File: src/pkg/scca_pkg.sv
`default_nettype none
// ***************************************************************
// Shared constants and types of the serial command core
// ***************************************************************
package scca_pkg;
    // Word layout
    localparam int WORD_W = 16;
    localparam int CMD_MSB = 15;
    localparam int CMD_LSB = 8;
    localparam int DATA_MSB = 7;
    localparam int READ_BIT = 15;
    // Command codes
    localparam logic [6:0] ADDR_NULL = 7'h00;
    localparam logic [6:0] ADDR_GLOBAL_CUR = 7'h02;
    localparam logic [6:0] ADDR_CONFIG = 7'h04;
    localparam logic [6:0] ADDR_MASK = 7'h06;
    localparam logic [6:0] ADDR_PORTCFG_HI = 7'h0f;
    localparam logic [6:0] ADDR_CUR_FIRST = 7'h12;
    localparam logic [6:0] ADDR_CUR_LAST = 7'h1f;
    // Configuration fields
    localparam int CFG_RUN_POS = 0;
    localparam int CFG_INDIV_POS = 6;
    localparam int CFG_MON_POS = 7;
    // Reset values
    localparam logic [7:0] RST_CONFIG = 8'h00;
    localparam logic [7:0] RST_GLOBAL_CUR = 8'h00;
    localparam logic [7:0] RST_CUR = 8'h00;
    localparam logic [7:0] RST_MASK = 8'h00;
    localparam logic [7:0] RST_PORTCFG = 8'haa;
    localparam int NUM_CUR = 14;
    localparam int NUM_MON = 7;
    // Latched command word
    typedef struct packed {
        logic isRead;
        logic [6:0] addr;
        logic [7:0] data;
    } scca_word_t;
endpackage
`default_nettype wire

File: src/hdl/scca_core.sv
// Notes on behaviour
// - Word: command byte high, data byte low
// - Data out lags input by 15.5 clocks
// - Null command code does nothing
// - Select low: shift data on rising clock
// - Select high: rising edges ignored, falling edges still reload data out from the top bit
// - Select rise latches word and executes
// - Extra bits: only last sixteen kept
// - Read: top bit set, dummy data dropped
// - Read loads addressed register into low byte
// - Reset clears controls except port config (8'haa), enters shutdown
// - Individual select picks per-segment current
// - Seven-bit mask selects monitored ports
// - Monitoring ignores port direction
// - Monitor write takes seven-bit snapshot
// - Monitor write arms, alert goes low
// - Armed mismatch latches alert high
// - Mask access alone clears alert
// - Cleared alert stays disarmed until rewrite
`timescale 1ns/100ps
`default_nettype none
module scca_core
(
    input wire logic mclk,
    input wire logic resetn,
    input wire logic serialClk,
    input wire logic chipSelectN,
    input wire logic serialDataIn,
    output logic serialDataOut,
    input wire logic [6:0] monitoredPorts,
    output logic alertPort,
    output logic shutdownMode,
    output logic individualCurrentSelect,
    output logic [7:0] globalLedCurrent,
    output logic [111:0] segmentCurrents,
    output logic [1:0] alertPortConfig
);
    // ***************************************************************
    // Input synchronisers
    // ***************************************************************
    // Three stages; a change counts once the last two agree
    logic [2:0] sclkSync_q;
    logic [2:0] csSync_q;
    logic [2:0] dinSync_q;
    logic [6:0] monSync1_q;
    logic [6:0] monSync2_q;
    logic [6:0] monSync3_q;
    logic sclkLvl_q; // Filtered clock level
    logic csLvl_q; // Filtered select level
    logic [6:0] monLvl_q; // Filtered port levels

    // Synchroniser chain
    always_ff @(posedge mclk or negedge resetn)
    begin
        if (!resetn)
        begin
            sclkSync_q <= 3'h0;
            csSync_q <= 3'h7;
            dinSync_q <= 3'h0;
            monSync1_q <= 7'h00;
            monSync2_q <= 7'h00;
            monSync3_q <= 7'h00;
        end
        else
        begin
            sclkSync_q <= {sclkSync_q[1:0], serialClk};
            csSync_q <= {csSync_q[1:0], chipSelectN};
            dinSync_q <= {dinSync_q[1:0], serialDataIn};
            monSync1_q <= monitoredPorts;
            monSync2_q <= monSync1_q;
            monSync3_q <= monSync2_q;
        end
    end

    // Agreement filters; the first stage feeds only the second
    wire sclkAgree = sclkSync_q[1] == sclkSync_q[2];
    wire csAgree = csSync_q[1] == csSync_q[2];
    wire [6:0] monAgree = ~(monSync2_q ^ monSync3_q);

    // Filtered levels
    always_ff @(posedge mclk or negedge resetn)
    begin
        if (!resetn)
        begin
            sclkLvl_q <= 1'b0;
            csLvl_q <= 1'b1;
            monLvl_q <= 7'h00;
        end
        else
        begin
            if (sclkAgree)
                sclkLvl_q <= sclkSync_q[2];
            if (csAgree)
                csLvl_q <= csSync_q[2];
            monLvl_q <= (monAgree & monSync3_q) | (~monAgree & monLvl_q);
        end
    end

    // ***************************************************************
    // Edge decode
    // ***************************************************************
    wire sclkRise = sclkAgree && sclkSync_q[2] && !sclkLvl_q;
    wire sclkFall = sclkAgree && !sclkSync_q[2] && sclkLvl_q;
    wire csRise = csAgree && csSync_q[2] && !csLvl_q;
    wire selected = !csLvl_q;
    // Data is stable at the rising edge, and three stages delay it as far as the clock
    wire shiftEn = selected && sclkRise;

    // ***************************************************************
    // Shift register and holding latch
    // ***************************************************************
    logic [15:0] shift_q; // Serial shift register
    logic [15:0] shift_d;
    scca_pkg::scca_word_t latch_q; // Holding latch
    logic execPulse_q; // Set on the same edge that loads the latch
    logic [7:0] readData;

    // Read loads the low byte once the latch is decoded
    wire loadRead = execPulse_q && latch_q.isRead;

    // Next value of the shift register
    always_comb
    begin
        shift_d = shift_q;
        if (shiftEn)
            shift_d = {shift_q[14:0], dinSync_q[2]};
        else if (loadRead)
            shift_d = {shift_q[15:8], readData};
    end

    // Register update; older bits simply fall off the top
    always_ff @(posedge mclk or negedge resetn)
    begin
        if (!resetn)
        begin
            shift_q <= 16'h0000;
            latch_q <= '0;
            execPulse_q <= 1'b0;
        end
        else
        begin
            shift_q <= shift_d;
            execPulse_q <= csRise;
            if (csRise)
                latch_q <= shift_q;
        end
    end

    // Output changes on the falling edge: sixteen stages less half a clock
    always_ff @(posedge mclk or negedge resetn)
    begin
        if (!resetn)
            serialDataOut <= 1'b0;
        else if (sclkFall)
            serialDataOut <= shift_q[15];
    end

    // ***************************************************************
    // Control registers
    // ***************************************************************
    logic [7:0] config_q;
    logic [7:0] globalCur_q;
    logic [6:0] mask_q;
    logic [7:0] portCfgHi_q; // Port group holding the alert pin
    logic [7:0] cur_q [scca_pkg::NUM_CUR];
    logic [6:0] snapshot_q;
    logic armed_q;
    logic alert_q;

    wire isWrite = execPulse_q && !latch_q.isRead;
    wire [6:0] addr = latch_q.addr;
    // Null code matches nothing below, so it has no effect
    wire wrConfig = isWrite && addr == scca_pkg::ADDR_CONFIG;
    wire wrGlobal = isWrite && addr == scca_pkg::ADDR_GLOBAL_CUR;
    wire wrMask = isWrite && addr == scca_pkg::ADDR_MASK;
    wire wrPortCfg = isWrite && addr == scca_pkg::ADDR_PORTCFG_HI;
    wire maskAccess = execPulse_q && addr == scca_pkg::ADDR_MASK;
    wire monSet = latch_q.data[scca_pkg::CFG_MON_POS];
    wire [4:0] curIdx = 5'(addr - scca_pkg::ADDR_CUR_FIRST);
    wire inCurRange = addr >= scca_pkg::ADDR_CUR_FIRST && addr <= scca_pkg::ADDR_CUR_LAST;

    // Read mux; the read bit itself is dropped from the address
    assign readData =
        (addr == scca_pkg::ADDR_CONFIG) ? config_q :
        (addr == scca_pkg::ADDR_GLOBAL_CUR) ? globalCur_q :
        (addr == scca_pkg::ADDR_MASK) ? {1'b0, mask_q} :
        (addr == scca_pkg::ADDR_PORTCFG_HI) ? portCfgHi_q :
        inCurRange ? cur_q[curIdx[3:0]] : 8'h00;

    // Per-segment current registers
    genvar gi;
    generate
        for (gi = 0; gi < scca_pkg::NUM_CUR; gi++)
        begin : g_cur
            always_ff @(posedge mclk or negedge resetn)
            begin
                if (!resetn)
                    cur_q[gi] <= scca_pkg::RST_CUR;
                else if (isWrite && inCurRange && curIdx[3:0] == 4'(gi))
                    cur_q[gi] <= latch_q.data;
            end
            assign segmentCurrents[gi*8 +: 8] = cur_q[gi];
        end
    endgenerate

    // Plain control registers; reset leaves shutdown selected
    always_ff @(posedge mclk or negedge resetn)
    begin
        if (!resetn)
        begin
            config_q <= scca_pkg::RST_CONFIG;
            globalCur_q <= scca_pkg::RST_GLOBAL_CUR;
            mask_q <= scca_pkg::RST_MASK[6:0];
            portCfgHi_q <= scca_pkg::RST_PORTCFG;
        end
        else
        begin
            if (wrConfig)
                config_q <= latch_q.data;
            if (wrGlobal)
                globalCur_q <= latch_q.data;
            if (wrMask)
                mask_q <= latch_q.data[6:0];
            if (wrPortCfg)
                portCfgHi_q <= latch_q.data;
        end
    end

    // ***************************************************************
    // Transition detector
    // ***************************************************************
    // Levels only, so direction of the port does not matter
    wire mismatch = |((monLvl_q ^ snapshot_q) & mask_q);
    // Pulses shorter than one mclk period are filtered out by the synchroniser

    // Snapshot, arm and alert; catching a change beats a mask-access clear in the same cycle, a monitor write beats both
    always_ff @(posedge mclk or negedge resetn)
    begin
        if (!resetn)
        begin
            snapshot_q <= 7'h00;
            armed_q <= 1'b0;
            alert_q <= 1'b0;
        end
        else
        begin
            if (wrConfig && monSet)
                snapshot_q <= monLvl_q;
            if (wrConfig)
                armed_q <= monSet;
            else if (armed_q && mismatch)
                armed_q <= 1'b0;
            if (wrConfig && monSet)
                alert_q <= 1'b0;
            else if (armed_q && mismatch)
                alert_q <= 1'b1;
            else if (maskAccess)
                alert_q <= 1'b0;
        end
    end

    // ***************************************************************
    // Registered outputs
    // ***************************************************************
    always_ff @(posedge mclk or negedge resetn)
    begin
        if (!resetn)
        begin
            alertPort <= 1'b0;
            shutdownMode <= 1'b1;
            individualCurrentSelect <= 1'b0;
            globalLedCurrent <= scca_pkg::RST_GLOBAL_CUR;
            alertPortConfig <= scca_pkg::RST_PORTCFG[7:6];
        end
        else
        begin
            alertPort <= alert_q;
            shutdownMode <= !config_q[scca_pkg::CFG_RUN_POS];
            individualCurrentSelect <= config_q[scca_pkg::CFG_INDIV_POS];
            globalLedCurrent <= globalCur_q;
            alertPortConfig <= portCfgHi_q[7:6];
        end
    end
endmodule
`default_nettype wire

File: config.mk
export PLATFORM = sky130hd
export DESIGN_NAME = scca_core
export DESIGN_NICKNAME = d
export VERILOG_FILES = /design/src/pkg/scca_pkg.sv /design/src/hdl/scca_core.sv
export SDC_FILE = /design/constraint.sdc
export NUM_CORES = 1
export LEC_CHECK = 0
export ABC_AREA = 1
export BUFFER_PORTS_ARGS = -buffer_cell sky130_fd_sc_hd__buf_2
export CELL_PAD_IN_SITES_DETAIL_PLACEMENT = 1
export CELL_PAD_IN_SITES_GLOBAL_PLACEMENT = 2
export CORE_MARGIN = 3
export CORE_UTILIZATION = 39
export CTS_BUF_LIST = sky130_fd_sc_hd__clkbuf_2
export DETAILED_ROUTE_END_ITERATION = 6
export PLACE_DENSITY_LB_ADDON = 0.15
export SLEW_MARGIN = 20
export SYNTH_ARGS = -nofsm -noshare
export SYNTH_HDL_FRONTEND = slang
export SYNTH_SLANG_ARGS = --single-unit
File: constraint.sdc
create_clock -name mclk -period 5.4 [get_ports mclk]
set_input_delay 0.27 -clock mclk [delete_from_list [all_inputs] [get_ports mclk]]
set_output_delay 0.27 -clock mclk [all_outputs]
set_load 0.005 [all_outputs]
; After elaboration in Yosys (flattened, before gate mapping)
; Index checks and enable logic that the tools add are counted.
[word_totals]
reg_bits = 238
input_bits = 12
output_inout_bits = 126
word_cells = 131
[classes]
addsub = 1
order_cmp = 3
n_eq_ne = 19
n_mux = 15
bitwise = 9
n_reduce_logical = 42
[op_table]
columns = cell, n
row1 = 8-bit two-way mux, 8
row2 = 8-bit binary-select mux with 4-bit select, 1
row3 = 1-bit logical AND, 32
row4 = 4-bit == test (second input constant), 6
row5 = 7-bit bitwise AND, 3
row6 = 4-bit by 3-bit == test with 1-bit output (second input constant), 4
row7 = 16-bit two-way mux, 1
row8 = 7-bit by 3-bit == test with 1-bit output (second input constant), 2
row9 = 7-bit inverter, 2
row10 = 7-bit bitwise XOR, 2
row11 = 4-bit by 2-bit == test with 1-bit output (second input constant), 2
row12 = 7-bit by 2-bit == test with 1-bit output (second input constant), 1
row13 = 7-bit by 4-bit == test with 1-bit output (second input constant), 1
row14 = 7-bit by 5-bit >= comparator with 1-bit output (second input constant), 1
row15 = 7-bit by 5-bit less-or-equal comparator with 1-bit output (second input constant), 1
row16 = 7-bit bitwise OR, 1
row17 = 7-bit OR reduction, 1
row18 = 5-bit >= comparator (second input constant), 1
row19 = 1-bit logical NOT, 5
row20 = 1-bit two-way mux, 5
row21 = 4-bit inverter with 5-bit output, 1
row22 = 4-bit by 1-bit == test with 1-bit output (second input constant), 1
row23 = 4-bit logical NOT, 1
row24 = 2-bit nonzero test, 2
row25 = 3 further kinds, 4

; Longest topological paths before layout
; Gate-level depths: netlist of the first run.
[logic_depth]
ltp_word = 12
mapped_depth = 17
mapped_depth_nobuf = 14

; Worst setup path before layout of the first run
; OpenSTA, ideal clock, no wires.
[synth_path]
path_kind = reg2reg
from = register latch_q, in the netlist addr[1]
to = register shift_q[4]
setup_time_ps = 116
arrival_time_ps = 2087
required_time_ps = 5284
slack_ps = 3196
stages_incl_launch_ff = 17
n_path_buf = 3
synth_period_minus_slack_ps = 2204
cell_sequence = dfrtp_1 > buf_6 > inv_1 > buf_1 > ha_1 > inv_1 > nand2_1 > nand2_1 > nor2_1 > buf_4 > nand2_1 > nand3_1 > nor2_1 > nor2_1 > nand4_1 > nand2_1 > nand2_1
[synth_between]
elab_chain_len = 12
word_cells_on_any_way = 19
classes_between = 1 x add/sub / 2 x order compare / 4 x eq/ne / 10 x mux / 1 x bitwise / 1 x reduce/logical
[synth_rtl]
columns = item, line_no
row1 = from (decl), scca_core.sv:114  ; scca_pkg::scca_word_t latch_q;
row2 = from (signal assigned), scca_core.sv:145  ; latch_q <= shift_q;
row3 = 4-bit by 2-bit subtractor with 4-bit output, scca_core.sv:179  ; wire [4:0] curIdx = 5'(addr - scca_pkg::ADDR_CUR_FIRST);
row4 = 4-bit inverter with 5-bit output (implied by the code), scca_core.sv:188  ; inCurRange ? cur_q[curIdx[3:0]] : 8'h00;
row5 = 8-bit binary-select mux with 4-bit select, scca_core.sv:188
row6 = 8-bit two-way mux (implied by the code) (2 in series), scca_core.sv:188
row7 = 8-bit two-way mux, scca_core.sv:188
row8 = 8-bit two-way mux, scca_core.sv:187  ; (addr == scca_pkg::ADDR_PORTCFG_HI) ? portCfgHi_q :
row9 = 8-bit two-way mux, scca_core.sv:186  ; (addr == scca_pkg::ADDR_MASK) ? {1'b0, mask_q} :
row10 = 8-bit two-way mux, scca_core.sv:185  ; (addr == scca_pkg::ADDR_GLOBAL_CUR) ? globalCur_q :
row11 = 8-bit two-way mux (*), scca_core.sv:184  ; (addr == scca_pkg::ADDR_CONFIG) ? config_q :
row12 = 8-bit two-way mux (*), scca_core.sv:127  ; else if (loadRead)
row13 = 16-bit two-way mux (*), scca_core.sv:125  ; if (shiftEn)
row14 = to (signal assigned), scca_core.sv:142  ; shift_q <= shift_d;
row15 = to (decl), scca_core.sv:112  ; logic [15:0] shift_q;
; Every way passes the cells marked *; elsewhere a longest branch is shown, timed or not. The select of a mux whose other input is x is not followed.
; A chain may end at the register's enable or synchronous reset.

; Worst setup path in the final report of the first run
[layout_path]
from = register latch_q, in the netlist addr[1]
to = register cur_q, in the netlist segmentCurrents[17]
[layout_between]
elab_chain_len = 4
word_cells_on_any_way = 7
classes_between = 1 x add/sub / 2 x order compare / 1 x eq/ne / 3 x reduce/logical
[layout_rtl]
columns = item, line_no
row1 = 7-bit by 5-bit >= comparator with 1-bit output / 7-bit by 5-bit less-or-equal comparator with 1-bit output (equally long branches), scca_core.sv:180  ; wire inCurRange = addr >= scca_pkg::ADDR_CUR_FIRST && addr <= scca_pkg::ADDR_CUR_LAST;
row2 = 1-bit logical AND, scca_core.sv:180
row3 = 1-bit logical AND, scca_core.sv:199  ; else if (isWrite && inCurRange && curIdx[3:0] == 4'(gi))
row4 = 1-bit logical AND (*), scca_core.sv:199
row5 = "to (signal, indexed assignment)", scca_core.sv:198  ; cur_q[gi] <= scca_pkg::RST_CUR;
row6 = "to (signal, indexed assignment)", scca_core.sv:200  ; cur_q[gi] <= latch_q.data;
row7 = to (decl), scca_core.sv:165  ; logic [7:0] cur_q [scca_pkg::NUM_CUR];
; Every way passes the cells marked *; elsewhere a longest branch is shown, timed or not.

==> out/results.txt, run 1 <==
CTS root buffer = clkbuf_2
Largest stage delay, worst path = 0.75 ns
row cnt = 59
post-synthesis cell type count = 34
initial antenna violation count = 1
Sequential Power Share = 0.510
Design Area, Final = 12,100 sq um
Hold WC Path Type = reg2reg
Cells after Synth = 1,223
Cell Pwr Density = 300 nW/um^2
Final Power = 3.64 mW
Routed Antenna Nets = 0
Max Cap Violations = 0
Worst Path Buf+Inv = 2
Sw Pwr = 1.15 mW
core area = 26,100 sq um
Post-Syn Area = 10,400 sq um
Final Hold Fails = 0
drt total wl = 32,100 um
DR vias = 8,748
CTS-repair resized insts = 0
Wirelength per Cell = 18.0 um
fin crit share = 0.561
all-layer global routing usage = 0.227
status = finished clean
Seq. cell area = 5970 sq um
syn_area_per_cell = 8.48 sq um
multiplexer share of the synthesized area = 0
nets = 1,416
Post-Synth Simple-Gate Area = 0.243
DIE WIDTH = 169 um
die height = 169 um
Leak Pwr = 6.25 nW
TNS Setup = 0 ns
CP Depth = 9
TritonCTS clock tree = yes
WP data required = 6.09 ns
Synth Area in Adders = 0.0128
largest family of logic cells by synthesized area = simple AND/OR/NAND/NOR gates
grt ovf = 0
crit path max-delay cell type = nor2_1
VDD IR max = 0.243 mV
most used cell, CP = nand2_1
starting density of the core = 0.397
reg2reg path depth = 9
Avg Vias per Cell = 4.89
drt first pass iters = 6
Ys Warns = 0
starting DRC count in detailed routing = 493
Max Clock Skew = 0.0558 ns
RSZ-0062 raised after global routing = false
sequential fraction of the synthesis area = 0.576
XOR/XNOR share of the synthesized area = 0.00338
P_int = 2.49 mW
clk buf depth = 3
share of cells above drive strength 1 = 0.207
H-tree lvl count = 2
Synth Net Count = 1,240
Peak Freq = 330 MHz
Clock Power Share = 0.364
Rel. slew slack = 0.267
Logic pwr share = 0.126
Synth Register Bits = 238
CP endpoint kind = flip-flop
Inserted Clock Buffers = 61
# DRC = 0
CP max FO = 23
RD Place Congestion = 0.818
Clk Latency, worst-skew pair = 0.88 ns
first-pass GRT wire length = 51,100 um
DP HPWL = 21,300 um
Final Critical Period = 3.03 ns
Port Buffer Count = 137
Startpoint Class = flip-flop
Ports = 138
number of setup violations in the final report = 0
post-synthesis compound-gate area fraction = 0.0951
Reg clk slew, reported paths = 0.11 ns
Post-Place Cell Area = 11,300 sq um
clock sinks = 238
hold depth = 0
area taken by multi-input logic gates = 3680 sq um
Arr. time, crit path = 3.72 ns
Least-Margin Pin Slew = 1.10 ns
worst setup path class = reg2reg
pins over their slew limit = 0
Worst path top cell family by delay = simple AND/OR/NAND/NOR gates
largest net degree at the start of global routing = 149
fillers = 3,249
crit path cell chain = inv_1, ha_1, inv_1, nand2_1, nand2_1, nor2_1, nand3_2, nand2_1, o21ai_1
area of the die = 28,600 sq um
vias in the first global route = 9,068
Switching Share = 0.317
Layout area overhead = 16.9%
-- layout make-up --
type | instances | area share
Antenna cell | 2 | 0.000413
Clock buffer | 103 | 0.0425
Clock inverter | 12 | 0.00681
Inverter | 125 | 0.0389
Multi-Input combinational cell | 809 | 0.303
Sequential cell | 238 | 0.492
Tap cell | 335 | 0.0346
Timing Repair Buffer | 164 | 0.0813
-- timing repair --
| action | 4_1_cts | 5_1_grt |
|---|---|---|
| hold buffers | 23 | 0 |
| setup endpoints to repair | 0 | 0 |
| setup buffers | 0 | 0 |
| hold endpoints to repair | 100 | 0 |
-- synthesized netlist by cell type (all sizes together) --
| library cell | n | share of area |
|---|---|---|
| a31oi | 1 | 0.00060 |
| o2111ai | 2 | 0.0017 |
| nand3 | 34 | 0.019 |
| nor2 | 85 | 0.038 |
| o22ai | 1 | 0.00060 |
| nand4 | 12 | 0.0072 |
| buf | 31 | 0.017 |
| xor2 | 4 | 0.0034 |
| clkbuf | 20 | 0.0072 |
| or2 | 1 | 0.00060 |
| nand2 | 463 | 0.17 |
| maj3 | 7 | 0.0068 |
| a21oi | 4 | 0.0019 |
| ha | 5 | 0.0060 |
| dfrtp | 228 | 0.55 |
| nand3b | 2 | 0.0014 |
| o21ai | 184 | 0.089 |
| inv | 125 | 0.045 |
| nor3 | 1 | 0.00048 |
| a22oi | 2 | 0.0014 |
| nor4 | 1 | 0.0021 |
| dfstp | 10 | 0.025 |
-- power groups by stage --
stage          Sequential, mW  Clock [mW]  Combinational (mW)
3_3_place_gp             1.89           0               0.453
6_report                 1.85        1.32               0.460
2_1_floorplan            1.88           0               0.274
4_1_cts                  1.86        1.38               0.474
3_5_place_dp             1.89           0               0.457
5_1_grt                  1.86        1.48               0.522
-- sequential cells by signal, indices dropped and copies added (netlist names), 7 cells and up, named ones only --
| register | count |
|---|---|
| segmentCurrents | 112 |
| shift_q | 16 |
| latch_q | 9 |
| config_q | 8 |
| globalCur_q | 8 |
| globalLedCurrent | 8 |
| portCfgHi_q | 8 |
| addr | 7 |
| mask_q | 7 |
| monSync1_q | 7 |
| monSync2_q | 7 |
| monSync3_q | 7 |
| snapshot_q | 7 |
-- metal layers --
metal	track usage	share of wire	wire (um)
met2	0.387	0.49	15700
met5	0	0	0
met1	0.301	0.45	14600
met3	0.0376	0.039	1250
met4	0.0647	0.019	623
-- cells by family after synthesis --
logic type | count (synthesis)
compound gates | 194
xor+xnor | 4
flops | 238
simple gates | 599
buf+inv | 176
fa+ha+maj | 12
-- stage by stage --
step | util | setup WS, ns | std cells | hold WS, ns
3_3_place_gp | 0.431 | 2.44 | 1648 | 0.333
3_5_place_dp | 0.431 | 2.35 | 1648 | 0.332
4_1_cts | 0.464 | 2.32 | 1786 | 0.337
5_1_grt | 0.464 | 2.05 | 1788 | 0.344
2_1_floorplan | - | 3.20 | 1223 | -0.0256
6_report | 0.464 | 2.37 | 1788 | 0.345
-- worst reg2reg max path, stage by stage, from the launching register on --
cell	delay, ns
dfrtp_1	0.38
inv_1	0.49
ha_1	0.29
inv_1	0.06
nand2_1	0.05
nand2_1	0.10
nor2_1	0.75
nand3_2	0.50
nand2_1	0.16
o21ai_1	0.07
-- path summary, 6_finish.rpt --
path	end	start	slack, ns
worst max-delay path	segmentCurrents[17]	addr[1]	2.37
worst min-delay path	dinSync_q[1]	dinSync_q[0]	0.35
worst max register to register	segmentCurrents[17]	addr[1]	2.37
max in group asynchronous	shift_q[2]	resetn	3.79
min in group asynchronous	segmentCurrents[7]	resetn	0.47
worst min register to register	dinSync_q[1]	dinSync_q[0]	0.35
-- cell usage in the layout (no fill, tap or decap), types with 2 or more instances in the layout --
master	synthesis	routed
dlygate4sd3_1	0	22
diode_2	0	2
clkbuf_2	0	103
nor2_4	3	3
nand2_4	6	6
inv_2	8	8
a21oi_1	4	4
nand3_2	6	6
dfstp_2	10	10
xor2_1	4	4
dfrtp_1	228	227
nand4_1	12	12
o21ai_1	112	112
inv_1	116	116
a22oi_1	2	2
buf_2	19	136
nand3b_1	2	2
ha_1	5	5
clkinv_1	0	8
nand2_1	448	448
nor2_8	3	3
nor2_2	2	2
buf_4	4	3
o21ai_0	72	72
nor2_1	77	77
nand2_2	9	9
maj3_1	7	7
o2111ai_1	2	2
nand3_1	28	28
No activity file was read; power rests on OpenSTA's default activity.
==> inputs of run 2 (changes only) <==
--- a/config.mk
+++ b/config.mk
@@ -10,7 +10,7 @@
 export CELL_PAD_IN_SITES_DETAIL_PLACEMENT = 1
 export CELL_PAD_IN_SITES_GLOBAL_PLACEMENT = 2
 export CORE_MARGIN = 3
-export CORE_UTILIZATION = 39
+export CORE_UTILIZATION = 32
 export CTS_BUF_LIST = sky130_fd_sc_hd__clkbuf_2
 export DETAILED_ROUTE_END_ITERATION = 6
 export PLACE_DENSITY_LB_ADDON = 0.15
==> constraint.sdc (replaced) <==
create_clock -name mclk -period 2.45 [get_ports mclk]
set_input_delay 0.1225 -clock mclk [delete_from_list [all_inputs] [get_ports mclk]]
set_output_delay 0.1225 -clock mclk [all_outputs]
set_load 0.005 [all_outputs]
==> out/results.txt, run 2 (synthesis results as in run 1) <==
Rel. slew slack = 0.505 (+0.238)
Wirelength per Cell = 18.0 um (about the same)
worst reg2reg path startpoint = addr[1]
crit path launch = addr[1]
Final Power = 8.39 mW (+130%)
Place WS = 0.176 ns (-2.18 ns)
starting density of the core = 0.327 (-0.0699)
initial antenna violation count = 1 (unchanged)
TNS Setup = 0 ns (unchanged)
share of cells above drive strength 1 = 0.222 (+0.0155)
grt ovf = 0 (unchanged)
Hold WC Path Type = reg2reg
Startpoint Class = flip-flop
Placed Cells = 1,745 (+5.9%)
H-tree lvl count = 3 (+1)
status = finished clean
Arr. time, crit path = 2.94 ns (-0.78 ns)
drt first pass iters = 4 (-2)
Post-Place Cell Area = 11,600 sq um (+3.3%)
Routed Antenna Nets = 0 (unchanged)
DR vias = 8,797 (+0.56%)
RD Place Congestion = 0.806 (-1.5%)
CP max FO = 24 (+4.3%)
Clk Latency, worst-skew pair = 0.84 ns (-0.04 ns)
RSZ-0062 raised after global routing = true
reg2reg path depth = 11 (+2)
core area = 31,700 sq um (+21%)
Final WS setup = 0.190 ns (-2.18 ns)
largest net degree at the start of global routing = 88 (-41%)
Ports = 138 (unchanged)
Reg-to-Reg End = segmentCurrents[54]
pins over their slew limit = 0 (unchanged)
hold depth = 0 (unchanged)
Inserted Clock Buffers = 69 (+13%)
DIE WIDTH = 186 um (+10%)
number of setup violations in the final report = 0 (unchanged)
Worst Setup EP = segmentCurrents[54]
drt total wl = 34,000 um (+5.8%)
first-pass GRT wire length = 52,700 um (+3.2%)
DP HPWL = 24,000 um (+12%)
clk buf depth = 3 (unchanged)
Least-Margin Pin Slew = 0.742 ns (-0.357 ns)
TritonCTS clock tree = yes
CTS root buffer = clkbuf_2
Design Area, Final = 12,600 sq um (+3.7%)
Cell Pwr Density = 667 nW/um^2 (+120%)
most common cell after layout, fill and taps aside = nand2_1
final core occ = 0.396 (-0.0676)
# DRC = 0 (unchanged)
row cnt = 65 (+10%)
max reg flops = 112 (unchanged)
commonest cells after routing, fill and taps aside = nand2_1 (448), dfrtp_1 (227), buf_2 (136), inv_1 (116), o21ai_1 (112)
nets = 1,454 (+2.7%)
CP endpoint kind = flip-flop
worst hold margin = 0.355 ns (+0.00939 ns)
Leak Pwr = 6.44 nW (+3.1%)
Final Hold Fails = 0 (unchanged)
Peak Freq = 442 MHz (+34%)
vias in the first global route = 9,111 (+0.47%)
area taken by multi-input logic gates = 3680 sq um (unchanged)
fin crit share = 0.923 (+0.362)
Largest stage delay, worst path = 0.37 ns (-0.38 ns)
Avg Vias per Cell = 4.65 (-5.0%)
die height = 186 um (+10%)
Non-Filler Instances = 1,892 (+5.8%)
Post-CTS Setup Repair Bufs = 0 (unchanged)
Final Critical Period = 2.26 ns (-0.768 ns)
reg-to-reg setup timing slack = 0.19 ns (-2.18 ns)
crit path max-delay cell type = dfrtp_1
starting DRC count in detailed routing = 300 (-39%)
VDD IR max = 0.326 mV (+34%)
CTS-repair resized insts = 0 (unchanged)
Port Buffer Count = 137 (unchanged)
area of the die = 34,600 sq um (+21%)
all-layer global routing usage = 0.201 (-0.0264)
clock sinks = 238 (unchanged)
WP data required = 3.13 ns (-2.96 ns)
Seq. cell area = 5970 sq um (unchanged)
Reg clk slew, reported paths = 0.09 ns (-0.02 ns)
fillers = 3,867 (+19%)
Max Cap Violations = 0 (unchanged)
worst setup path class = reg2reg
crit path cell chain = buf_4, buf_4, nand3_1, nand2_1, inv_2, nor2_8, nand2_4, inv_4, nand3_2, nand2_1, o21ai_1
Layout area overhead = 21.3%
Max Clock Skew = 0.0699 ns (+0.0141 ns)
[run 2: layout make-up]
class,count,area share
flip-flops and latches,238,0.475
multi-input cells,809,0.292
repair buffers,194,0.101
well taps,402,0.0400
clock buffers,100,0.0398
inverters,125,0.0375
clock inverters,23,0.0146
diodes,1,0.000199
[run 2: routing by layer]
metal,track usage,up-vias,share of wire
li1,-,4304,-
met1,0.269,4260,0.46
met2,0.331,176,0.48
met3,0.0344,57,0.039
met4,0.0664,0,0.020
met5,0,-,0
[run 2: where the power goes]
group          switching [mW]  internal (mW)
Sequential             0.0585           4.03
Combinational           0.805          0.326
Clock                    1.75           1.42
[run 2: worst min path at each step]
stage	startpoint	to	slack (ns)
after floorplan	resetn	asynchronous set/reset pin	-0.17
after global placement	resetn	segmentCurrents[75]	0.04
after detailed placement	resetn	segmentCurrents[67]	0.04
after CTS	resetn	shift_q[13]	0.32
after global routing	csSync_q[0]	csSync_q[1]	0.34
final	monSync1_q[4]	monSync2_q[4]	0.35
[run 2: critical path, delay by kind of cell, from the launching register on]
family	cells	cell delay [ns]
AO/OA/AOI/OAI	1	0.08
flip-flops	1	0.37
AND/OR/NAND/NOR	6	0.96
buffers and inverters	4	0.70
[run 2: repair_timing]
item                                   4_1_cts  5_1_grt
endpoints found under the hold margin      248        0
hold buffers                                23        0
setup endpoints to repair                    0        9
==> inputs of run 3 (changes only) <==
--- a/config.mk
+++ b/config.mk
@@ -7,10 +7,8 @@
 export LEC_CHECK = 0
 export ABC_AREA = 1
 export BUFFER_PORTS_ARGS = -buffer_cell sky130_fd_sc_hd__buf_2
-export CELL_PAD_IN_SITES_DETAIL_PLACEMENT = 1
-export CELL_PAD_IN_SITES_GLOBAL_PLACEMENT = 2
 export CORE_MARGIN = 3
-export CORE_UTILIZATION = 32
+export CORE_UTILIZATION = 59
 export CTS_BUF_LIST = sky130_fd_sc_hd__clkbuf_2
 export DETAILED_ROUTE_END_ITERATION = 6
 export PLACE_DENSITY_LB_ADDON = 0.15
==> constraint.sdc (replaced) <==
create_clock -name mclk -period 2.6 [get_ports mclk]
set_input_delay 0.13 -clock mclk [delete_from_list [all_inputs] [get_ports mclk]]
set_output_delay 0.13 -clock mclk [all_outputs]
set_load 0.005 [all_outputs]
==> out/results.txt, run 3 (synthesis results as in run 1) <==
crit path cell chain = inv_2, nand3_1, nand2_1, inv_2, nor2_8, nand2_4, inv_4, nand3_2, nand2_1, o21ai_1
number of setup violations in the final report = 0 (unchanged)
Non-Filler Instances = 1,671 (-12%)
# DRC = 0 (unchanged)
worst setup path class = reg2reg
Placed Cells = 1,550 (-11%)
core area = 16,900 sq um (-47%)
first-pass GRT wire length = 43,400 um (-18%)
area of the die = 19,200 sq um (-45%)
drt first pass iters = 5 (+1)
Layout area overhead = 15.9%
Wirelength per Cell = 15.9 um (-11%)
Worst path top cell family by delay = simple AND/OR/NAND/NOR gates
DR vias = 8,749 (-0.55%)
starting DRC count in detailed routing = 680 (+130%)
TNS Setup = 0 ns (unchanged)
Least-Margin Pin Slew = 0.918 ns (+0.176 ns)
Clk Latency, worst-skew pair = 0.85 ns (about the same)
Max Cap Violations = 0 (unchanged)
HP Start = sclkSync_q[0]
RD Place Congestion = 0.907 (+13%)
Cell Pwr Density = 599 nW/um^2 (-10%)
WP data required = 3.27 ns (+0.14 ns)
Arr. time, crit path = 3.00 ns (+0.06 ns)
Ports = 138 (unchanged)
worst reg2reg path startpoint = addr[0]
initial antenna violation count = 1 (unchanged)
H-tree lvl count = 2 (-1)
reg2reg path depth = 10 (-1)
grt ovf = 0 (unchanged)
DP HPWL = 17,700 um (-26%)
Hold WC Path Type = reg2reg
die height = 139 um (-26%)
clock sinks = 238 (unchanged)
starting density of the core = 0.614 (+0.287)
max reg flops = 112 (unchanged)
pins over their slew limit = 0 (unchanged)
drt total wl = 26,600 um (-22%)
crit path max-delay cell type = dfrtp_1
Rel. slew slack = 0.387 (-0.117)
vias in the first global route = 8,525 (-6.4%)
RSZ-0062 raised after global routing = false
row cnt = 47 (-28%)
CP Depth = 10 (-1)
share of cells above drive strength 1 = 0.204 (-0.0187)
TritonCTS clock tree = yes
Port Buffer Count = 137 (unchanged)
Largest stage delay, worst path = 0.42 ns (+0.05 ns)
all-layer global routing usage = 0.280 (+0.0795)
clk buf depth = 3 (unchanged)
most common cell after layout, fill and taps aside = nand2_1
VDD IR max = 0.415 mV (+27%)
hold depth = 0 (unchanged)
Inserted Clock Buffers = 56 (-19%)
CTS-repair resized insts = 0 (unchanged)
Worst Path Buf+Inv = 3 (-1)
Final Hold Fails = 0 (unchanged)
status = finished clean
largest net degree at the start of global routing = 82 (-6.8%)
CTS root buffer = clkbuf_2
final core occ = 0.712 (+0.316)
commonest cells after routing, fill and taps aside = nand2_1 (448), dfrtp_1 (228), buf_2 (136), inv_1 (116), o21ai_1 (112)
Max Clock Skew = 0.0347 ns (-0.0352 ns)
CP endpoint kind = flip-flop
Leak Pwr = 6.25 nW (-3.0%)
Reg clk slew, reported paths = 0.12 ns (+0.03 ns)
Final Critical Period = 2.33 ns (+0.0732 ns)
DIE WIDTH = 139 um (-26%)
fin crit share = 0.898 (-0.0251)
Routed Antenna Nets = 0 (unchanged)
CP max FO = 20 (-17%)
crit path launch = addr[0]
Startpoint Class = flip-flop
Peak Freq = 429 MHz (-3.1%)
Avg Vias per Cell = 5.24 (+13%)
nets = 1,427 (-1.9%)
## run 3: final timing paths
| path | endpoint | slack [ns] |
|---|---|---|
| min reg2reg | sclkSync_q[1] | 0.35 |
| max reg2reg | segmentCurrents[80] | 0.27 |
| max in group asynchronous | portCfgHi_q[1] | 1.38 |
| max | segmentCurrents[80] | 0.27 |
| min in group asynchronous | segmentCurrents[94] | 0.40 |
| min | sclkSync_q[1] | 0.35 |
## run 3: worst register-to-register path, stage by stage (launching register included)
cell	delay (ns)
dfrtp_1	0.42
inv_2	0.36
nand3_1	0.15
nand2_1	0.11
inv_2	0.06
nor2_8	0.18
nand2_4	0.14
inv_4	0.17
nand3_2	0.31
nand2_1	0.18
o21ai_1	0.09
## run 3: layer usage
metal / global-route usage / vias up / part of all wire
met5: 0 / - / 0
met4: 0.102 / 0 / 0.027
met3: 0.0524 / 60 / 0.068
met2: 0.468 / 362 / 0.48
met1: 0.371 / 4085 / 0.42
li1: - / 4242 / -
## run 3: where the power goes
part	switching, mW	total (mW)	internal, mW
Combinational	0.701	0.967	0.266
Clock	1.43	2.38	0.950
Sequential	0.0580	3.85	3.79
Total	2.19	7.20	5.01
## run 3: area by class of cell
cell class / instances / area (sq um)
clock inverters: 13 / 78.8
multi-input cells: 809 / 3680
inverters: 125 / 472
fillers: 1390 / 4860
flip-flops and latches: 238 / 5970
well taps: 220 / 275
repair buffers: 180 / 1120
clock buffers: 84 / 420
diodes: 2 / 5.00
## run 3: what timing repair did
| item | 4_1_cts | 5_1_grt |
|---|---|---|
| endpoints found under the hold margin | 240 | 0 |
| buffers inserted | 0 | 0 |
| hold buffers | 22 | 0 |
## run 3: through the flow
step                      power [mW]  setup WS [ns]  hold WS, ns  instance area, sq um
after floorplan                 4.48          0.396       -0.166                 10400
after global placement          4.85          0.451        0.169                 11300
after detailed placement        4.86          0.348        0.168                 11300
after CTS                       7.25          0.325        0.350                 12000
after global routing            7.56          0.166        0.363                 12000
final                           7.20          0.266        0.346                 12000
